===== src/oovfr_pkg.sv =====
/*
  Package for the output overvoltage fault response block: action byte
  field layout, recognised codes, reset values and timing constants.
  Assumes a 20 MHz system clock.
*/
package oovfr_pkg;
  // System clock rate in Hz
  localparam int unsigned CLK_HZ = 20000000;
  // Persistence tick period in microseconds
  localparam int unsigned TICK_US = 10;
  // Cycles per 10 us tick (clock rounded down to whole MHz, no lower limit)
  localparam int unsigned TICK_CYC = (CLK_HZ / 1000000) * TICK_US;
  // Action byte width
  localparam int unsigned ACT_W = 8;
  // Field positions of the action byte
  localparam int unsigned RESP_HI = 7;
  localparam int unsigned RESP_LO = 6;
  localparam int unsigned RETRY_HI = 5;
  localparam int unsigned RETRY_LO = 3;
  localparam int unsigned DELAY_HI = 2;
  localparam int unsigned DELAY_LO = 0;
  // Response field codes
  localparam logic [1:0] RESP_IGNORE = 2'h0;
  localparam logic [1:0] RESP_DELAYED = 2'h1;
  localparam logic [1:0] RESP_IMMEDIATE = 2'h2;
  localparam logic [1:0] RESP_BAD = 2'h3;
  // Retry field codes
  localparam logic [2:0] RETRY_NONE = 3'h0;
  localparam logic [2:0] RETRY_FOREVER = 3'h7;
  // Recognised whole-byte settings
  localparam logic [7:0] ACT_PULLDOWN = 8'h00;
  localparam logic [7:0] ACT_LATCH = 8'h80;
  localparam logic [7:0] ACT_RETRY = 8'hB8;
  // Value after reset of the action byte
  localparam logic [7:0] ACT_RESET = 8'hB8;
  // Value after reset of the retry interval in 10 us ticks
  localparam logic [23:0] RETRY_INT_RESET = 24'h0088B8;
  // Fault response states
  typedef enum logic [2:0] {
    OOVFR_IDLE,
    OOVFR_PERSIST,
    OOVFR_OFF_LATCHED,
    OOVFR_OFF_WAIT,
    OOVFR_RESTART
  } oovfr_state_t;
endpackage


===== src/oovfr_core.sv =====
/*
  Output overvoltage fault response core. Holds the action byte, decodes
  it, times fault persistence in 10 us ticks, drives the low-side clamp,
  output disable, retry request, status flags and alert line.
  Assumes the comparator and enable inputs are asynchronous pins, while
  the register strobes, command pulses and retry interval come from
  logic on the same clock.
*/
`timescale 1ns/1ps
// Notes on behaviour
// RL1: Fault sets summary, word and vout flags
// RL2: Fault asserts alert unless masked
// RL3: Code 00 clamps low side while overvoltage
// RL4: Code 80 disables output, never retries
// RL5: Code B8 disables, retries until stopped
// RL6: Code 4n latches off after n ticks
// RL7: Code 78+n shuts down, retries continuously
// RL8: Unrecognised write raises fault, keeps setting
// RL9: Byte splits into response, retry, delay
// RL10: Response 01 waits delay then acts
// RL11: Response 10 disables output immediately
// RL12: Retry 000 keeps output off until cleared
// RL13: Delay field counts 10 us steps
// RL14: Flags clear by command, toggle, power
// RL15: Retry interval from separate setting
// RL16: Interval from detection, waits output decay; code counts from shutdown
// RL17: Prescaled tick timer restarts on deassertion; code restarts only the tick count, the prescaler runs free
module oovfr_core
  import oovfr_pkg::*;
#(
  parameter int unsigned RETRY_W = 24
) (
  input wire logic CLK_SYS_I,
  input wire logic RSTN_I,
  input wire logic OV_COMPARE_I,
  input wire logic CHANNEL_ENABLE_I,
  input wire logic OUTPUT_DECAYED_I,
  input wire logic OTHER_FAULT_STOP_I,
  input wire logic ACTION_WRITE_I,
  input wire logic [7:0] ACTION_WDATA_I,
  input wire logic CLEAR_FAULTS_I,
  input wire logic RESET_CMD_I,
  input wire logic ALERT_MASK_I,
  input wire logic [RETRY_W-1:0] RETRY_INTERVAL_SETTING_I,
  output logic [7:0] ACTION_RDATA_O,
  output logic COMM_FAULT_O,
  output logic OVERVOLTAGE_LOW_SIDE_CLAMP_O,
  output logic HIGH_SIDE_OFF_O,
  output logic OUTPUT_DISABLE_O,
  output logic RETRY_START_O,
  output logic SUMMARY_OV_FLAG_O,
  output logic WORD_VOUT_FLAG_O,
  output logic OUTPUT_OVERVOLTAGE_FLAG_O,
  output logic ALERT_N_O
);
  import oovfr_pkg::*;

  // Check a written byte against the recognised set
  function automatic logic act_valid(input logic [7:0] v);
    logic ok;
    ok = (v == ACT_PULLDOWN) || (v == ACT_LATCH) || (v == ACT_RETRY);
    ok = ok || (v[7:3] == 5'h08) || (v[7:3] == 5'h0F);
    ok = ok && (v[RESP_HI:RESP_LO] != RESP_BAD);
    return ok;
  endfunction

  logic ov_meta_r; // First synchroniser stage, comparator
  logic ov_r; // Synchronised overvoltage
  logic en_meta_r; // First synchroniser stage, enable
  logic en_r; // Synchronised enable
  logic en_d_r; // Enable one cycle late, for edges
  logic [7:0] act_r; // Stored action byte
  logic [1:0] resp; // Response field
  logic [2:0] retry; // Retry field
  logic [2:0] delay; // Delay field
  // Prescaler width; it must hold a whole tick's count at this clock
  localparam int unsigned PRE_W = $clog2(TICK_CYC);
  logic [PRE_W-1:0] pre_r; // Tick prescaler
  logic tick; // One 10 us tick
  logic [2:0] pers_r; // Persistence ticks counted
  logic [RETRY_W-1:0] rint_r; // Retry interval ticks counted
  logic fault_ev; // Fault reaches its response
  logic on_cycle; // Off-then-on of the enable
  logic clr_flags; // Any flag clearing event
  oovfr_state_t st_r; // Response state
  oovfr_state_t st_nxt; // Next response state

  // Field decode of the stored byte
  assign resp = act_r[RESP_HI:RESP_LO]; // RL9
  assign retry = act_r[RETRY_HI:RETRY_LO]; // RL9
  assign delay = act_r[DELAY_HI:DELAY_LO]; // RL9
  assign tick = (pre_r == PRE_W'(TICK_CYC - 1));
  assign on_cycle = en_r && !en_d_r;
  assign clr_flags = CLEAR_FAULTS_I || on_cycle || RESET_CMD_I; // RL14
  // Persistence met: response 10 acts at once, 01 after delay ticks
  assign fault_ev = ov_r && (resp == RESP_IMMEDIATE || (pers_r == delay && resp == RESP_DELAYED)); // RL10 RL11

  // Two-flop synchronisers for the pins
  always_ff @(posedge CLK_SYS_I or negedge RSTN_I) begin
    if (!RSTN_I) begin
      ov_meta_r <= 1'b0;
      ov_r <= 1'b0;
      en_meta_r <= 1'b0;
      en_r <= 1'b0;
      en_d_r <= 1'b0;
    end else begin
      ov_meta_r <= OV_COMPARE_I;
      ov_r <= ov_meta_r;
      en_meta_r <= CHANNEL_ENABLE_I;
      en_r <= en_meta_r;
      en_d_r <= en_r;
    end
  end

  // Action byte store; bad values are dropped and flagged
  always_ff @(posedge CLK_SYS_I or negedge RSTN_I) begin
    if (!RSTN_I) begin
      act_r <= ACT_RESET;
    end else if (ACTION_WRITE_I && act_valid(ACTION_WDATA_I)) begin
      act_r <= ACTION_WDATA_I;
    end
  end

  // Communication fault, sticky until clear faults; set wins
  always_ff @(posedge CLK_SYS_I or negedge RSTN_I) begin
    if (!RSTN_I) begin
      COMM_FAULT_O <= 1'b0;
    end else if (ACTION_WRITE_I && !act_valid(ACTION_WDATA_I)) begin
      COMM_FAULT_O <= 1'b1; // RL8
    end else if (CLEAR_FAULTS_I) begin
      COMM_FAULT_O <= 1'b0;
    end
  end

  // Free-running 10 us prescaler
  always_ff @(posedge CLK_SYS_I or negedge RSTN_I) begin
    if (!RSTN_I) begin
      pre_r <= '0;
    end else if (tick) begin
      pre_r <= '0; // RL17
    end else begin
      pre_r <= pre_r + PRE_W'(1);
    end
  end

  // Persistence counter, restarts when overvoltage drops
  always_ff @(posedge CLK_SYS_I or negedge RSTN_I) begin
    if (!RSTN_I) begin
      pers_r <= 3'h0;
    end else if (!ov_r || st_r != OOVFR_PERSIST) begin
      pers_r <= 3'h0; // RL17
    end else if (tick && pers_r != delay) begin
      pers_r <= pers_r + 3'h1; // RL13
    end
  end

  // Retry interval counter, runs from shutdown while in the off wait state
  always_ff @(posedge CLK_SYS_I or negedge RSTN_I) begin
    if (!RSTN_I) begin
      rint_r <= '0;
    end else if (st_r != OOVFR_OFF_WAIT) begin
      rint_r <= '0; // RL16
    end else if (tick && rint_r != RETRY_INTERVAL_SETTING_I) begin
      rint_r <= rint_r + 1'b1; // RL15
    end
  end

  // Response state decision
  always_comb begin
    st_nxt = st_r;
    case (st_r)
      OOVFR_IDLE: begin
        if (ov_r && resp != RESP_IGNORE && en_r) begin
          st_nxt = (resp == RESP_IMMEDIATE) ? OOVFR_OFF_WAIT : OOVFR_PERSIST; // RL11
        end
      end
      OOVFR_PERSIST: begin
        if (!ov_r) begin
          st_nxt = OOVFR_IDLE; // RL17
        end else if (fault_ev) begin
          st_nxt = OOVFR_OFF_WAIT; // RL10
        end
      end
      OOVFR_OFF_WAIT: begin
        if (retry == RETRY_NONE) begin
          st_nxt = OOVFR_OFF_LATCHED; // RL4 RL6 RL12
        end else if (rint_r == RETRY_INTERVAL_SETTING_I && OUTPUT_DECAYED_I) begin
          st_nxt = OOVFR_RESTART; // RL5 RL7 RL16
        end
      end
      OOVFR_RESTART: begin
        st_nxt = OOVFR_IDLE; // RL5 RL7
      end
      OOVFR_OFF_LATCHED: begin
        st_nxt = OOVFR_OFF_LATCHED; // RL6 RL12
      end
      default: begin
        st_nxt = OOVFR_IDLE;
      end
    endcase
    // Channel off, reset command or another fault stops retries
    if (!en_r || RESET_CMD_I || (OTHER_FAULT_STOP_I && st_r != OOVFR_OFF_LATCHED)) begin
      st_nxt = OTHER_FAULT_STOP_I && en_r && !RESET_CMD_I ? OOVFR_OFF_LATCHED : OOVFR_IDLE; // RL5
    end
  end

  // Response state register
  always_ff @(posedge CLK_SYS_I or negedge RSTN_I) begin
    if (!RSTN_I) begin
      st_r <= OOVFR_IDLE;
    end else begin
      st_r <= st_nxt;
    end
  end

  // Gate drive and output control
  always_ff @(posedge CLK_SYS_I or negedge RSTN_I) begin
    if (!RSTN_I) begin
      OVERVOLTAGE_LOW_SIDE_CLAMP_O <= 1'b0;
      HIGH_SIDE_OFF_O <= 1'b0;
      OUTPUT_DISABLE_O <= 1'b0;
      RETRY_START_O <= 1'b0;
    end else begin
      // Clamp whenever overvoltage is present: pull-down mode and all others
      OVERVOLTAGE_LOW_SIDE_CLAMP_O <= ov_r; // RL3
      HIGH_SIDE_OFF_O <= ov_r; // RL3
      OUTPUT_DISABLE_O <= (st_nxt == OOVFR_OFF_WAIT) || (st_nxt == OOVFR_OFF_LATCHED); // RL4 RL11
      RETRY_START_O <= (st_nxt == OOVFR_RESTART); // RL5 RL7
    end
  end

  // Sticky status flags; a new fault beats a clear in the same cycle
  always_ff @(posedge CLK_SYS_I or negedge RSTN_I) begin
    if (!RSTN_I) begin
      SUMMARY_OV_FLAG_O <= 1'b0;
      WORD_VOUT_FLAG_O <= 1'b0;
      OUTPUT_OVERVOLTAGE_FLAG_O <= 1'b0;
    end else if (ov_r) begin
      SUMMARY_OV_FLAG_O <= 1'b1; // RL1
      WORD_VOUT_FLAG_O <= 1'b1; // RL1
      OUTPUT_OVERVOLTAGE_FLAG_O <= 1'b1; // RL1
    end else if (clr_flags) begin
      SUMMARY_OV_FLAG_O <= 1'b0; // RL14
      WORD_VOUT_FLAG_O <= 1'b0; // RL14
      OUTPUT_OVERVOLTAGE_FLAG_O <= 1'b0; // RL14
    end
  end

  // Alert and readback
  always_comb begin
    ALERT_N_O = !(OUTPUT_OVERVOLTAGE_FLAG_O && !ALERT_MASK_I); // RL2
    ACTION_RDATA_O = act_r;
  end
endmodule // oovfr_core


===== config.mk =====
export PLATFORM = sky130hd
export DESIGN_NAME = oovfr_core
export DESIGN_NICKNAME = d
export VERILOG_FILES = /design/src/oovfr_pkg.sv /design/src/oovfr_core.sv
export SDC_FILE = /design/constraint.sdc
export NUM_CORES = 1
export LEC_CHECK = 0
export ABC_AREA = 1
export BUFFER_PORTS_ARGS = -buffer_cell sky130_fd_sc_hd__buf_2
export CAP_MARGIN = 5
export CORE_ASPECT_RATIO = 0.9
export CORE_MARGIN = 2
export CORE_UTILIZATION = 40
export DETAILED_ROUTE_END_ITERATION = 10
export GPL_ROUTABILITY_DRIVEN = 0
export PLACE_DENSITY = 0.69
export SYNTH_ARGS = -nofsm -noshare
export SYNTH_HDL_FRONTEND = slang
export SYNTH_SLANG_ARGS = --single-unit
export TNS_END_PERCENT = 30

===== constraint.sdc =====
create_clock -name CLK_SYS_I -period 1.7 [get_ports CLK_SYS_I]
set_input_delay 0.085 -clock CLK_SYS_I [delete_from_list [all_inputs] [get_ports CLK_SYS_I]]
set_output_delay 0.085 -clock CLK_SYS_I [all_outputs]
set_load 0.05 [all_outputs]

==> reports/metrics.cfg <==
[worst_setup_path]
r2r_slack_ns = -0.02
worstSetupStartpoint = rint_r[0]$_DFFE_PN0P_
r2r_start = rint_r[0]$_DFFE_PN0P_
rr_worst_depth = 6
critical_path.endpoint = rint_r[22]$_DFFE_PN0P_
worstPathRequired_ns = 1.94
cp.arrival_ns = 1.96
start_kind = flip-flop
rr_endpoint = rint_r[22]$_DFFE_PN0P_
critical_path_class = flip-flop to flip-flop
crit_path_max_fanout = 4
end_kind = flip-flop

[clocking]
clock-root-buffer = clkbuf_8
clk_pin_slew_ns = 0.11
numCtsBuffers = 5
cts_tree = done
cts_sinks = 56
clk_latency_ns = 0.32
clk_path_buf_depth = 2
h-tree-depth = 2

[global_route]
grt_max_degree = 38
antenna_found_initial = 0
track_usage_pct = 17.6
grt_pass1_vias = 3024
grt_overflow = 0
grt_pass1_wl_um = 13300

[final_layout]
antenna_cells = 0
final_net_count = 569
final_cell_mix = nand2_1 (91), buf_2 (58), dfrtp_1 (51)
final_common_cell = nand2_1
drive_gt1_share_pct = 32.2
fillers = 759
final_util_pct = 53.2
area_growth_pct = 27.2

[sta]
final.min_clock_period_ns = 1.72
whs_ns = 0.0147
hold_viol_final = 0
setup_viol = 1
grt_setup_unrepaired = true
clock.fmax_mhz = 581
skew_ns = 0.0105
finalCritPeriodShare_pct = 101
relSlewSlack_pct = 67.1
worst_slew_pin_slew_ns = 0.494
drv_slew = 0
fin_ws_ns = -0.0213

[logic_synthesis]
yosysTopAreaCellShare_pct = 38.0
syn-num-nets = 468
ys_seq_area_share_pct = 41.1
postSynthCellCount = 423
synth_area_leaders = dfrtp_1 (38%), nand2_1 (10%), nand3_1 (5.1%), xnor2_1 (5.1%), inv_1 (5.0%)
synth.cell_area_sq_um = 3420
syn_area_per_cell_sq_um = 8.09
synth_seq_cells = 56
yosys_warnings = 0
synth_top_area_cell = dfrtp_1
netlist-cell-type-count = 40

[placed_design]
port_buffers = 58
dp_slack_ns = -0.0132
hpwl_um = 5980

[die]
fp.dieW_um = 101
start_util_pct = 41.8
die_height_um = 91.7
rows = 31
pin_count = 59
die_area_sq_um = 9310
design.core.area_sq_um = 8180

[routing]
vias = 3119
ant_nets = 0
drt_iter0_drc = 179
drt-pass1-iter-count = 4
drt-wirelength-per-cell_um = 12.4
routed_via_density = 4.87
drc_errors = 0
finalWirelength_um = 7940

[run_status]
status = finished, violations left
violations = negative setup slack

[hold_path]
hp-class = input pin to flip-flop

[flow_run]
cap_violations = 0

[power_and_ir_drop]
p_per_area_nw_per_um2 = 645
power_mw = 2.81
p_leak_nw = 2.02
vdd_drop_max_v = 0.000327

==> critical path, stage by stage, from the launching register on <==
cell     delay (ns)
dfrtp_2        0.41
ha_1           0.21
nand2_1        0.10
nor3_2         0.33
nand4_1        0.20
xor2_1         0.19
o31ai_2        0.20
==> cells by family after synthesis <==
kind of cell               after synthesis  share of synthesized area [%]
buffers and inverters                   67                           8.77
DFF                                     56                           41.1
xor gates and xnor gates                38                           9.73
adders and majority gates                3                           1.10
AOI/OAI and AO/OA                       44                           9.10
muxes                                    3                          0.987
and+or+nand+nor                        212                           29.2
==> cells in the mapped netlist (all sizes together) <==
cell     n
o21ai   20
dfstp    4
o21a     1
xor2    18
nand3   36
nor2    48
nand2   98
o31ai   10
or2      2
and3     1
nand4   10
nor3    14
nor4     3
a21oi    9
ha       3
o211ai   3
a31o     1
clkbuf   2
dfrtp   52
buf     11
mux2     3
inv     54
xnor2   20
==> state kept, by name (all words and copies together) (netlist names) <==
signal and count:
COMM_FAULT_O 1, HIGH_SIDE_OFF_O 1, pers_r 3, ACTION_RDATA_O 8
ov_r 1, RETRY_START_O 1, en_d_r 1, en_r 1
st_r 3, OUTPUT_DISABLE_O 1, rint_r 24, pre_r 8
OUTPUT_OVERVOLTAGE_FLAG_O 1, en_meta_r 1, ov_meta_r 1
==> area by class of cell <==
cell class,count,area [sq um],area share [%]
Sequential cell,56,1410,32.3
Multi-Input combinational cell,302,1810,41.5
Clock buffer,6,82.6,1.90
Timing Repair Buffer,105,697,16.0
Tap cell,115,144,3.31
Clock inverter,2,13.8,0.316
Inverter,54,203,4.66
==> stage by stage <==
stage / setup TNS, ns / cells / area (sq um)
floorplan: 0 / 423 / 3420
global placement: 0 / 621 / 4060
detailed placement: -0.0206 / 621 / 4060
CTS: -0.194 / 634 / 4200
global route: -2.21 / 640 / 4350
finish: -0.0213 / 640 / 4350
==> layer usage <==
| metal | wire length [um] | global-route usage (%) | up-vias |
|---|---|---|---|
| met1 | 3780 | 25.2 | 1453 |
| met5 | 0 | 0 | - |
| li1 | - | - | 1571 |
| met4 | 154 | 5.74 | 0 |
| met3 | 320 | 2.13 | 16 |
| met2 | 3680 | 27.5 | 79 |
==> report_power, final <==
group	switching (mW)	internal, mW
sequential	0.0473	1.41
combinational	0.390	0.172
clock	0.451	0.335
==> how the worst min path moves through the flow <==
stage          cells past startpoint  slack, ns                             to         startpoint
6_report                           3       0.01  ACTION_RDATA_O[6]$_DFFE_PN0P_  ACTION_WDATA_I[6]
5_1_grt                            2       0.01  ACTION_RDATA_O[2]$_DFFE_PN0P_  ACTION_WDATA_I[2]
4_1_cts                            2      0.006  ACTION_RDATA_O[1]$_DFFE_PN0P_  ACTION_WDATA_I[1]
2_1_floorplan                      0      -0.21  ACTION_RDATA_O[0]$_DFFE_PN0P_             RSTN_I
3_5_place_dp                       1       0.08            ov_meta_r$_DFF_PN0_             RSTN_I
3_3_place_gp                       1       0.07            ov_meta_r$_DFF_PN0_             RSTN_I
==> repair_timing <==
item / CTS / global route
resized for setup: 0 / 19
endpoints found under the setup margin: 14 / 38
pin swaps: 0 / 5
buffers inserted: 0 / 4
endpoints found under the hold margin: 23 / 0
cloned: 0 / 2
hold buffers: 5 / 0
(Power assumes the default switching activity.)
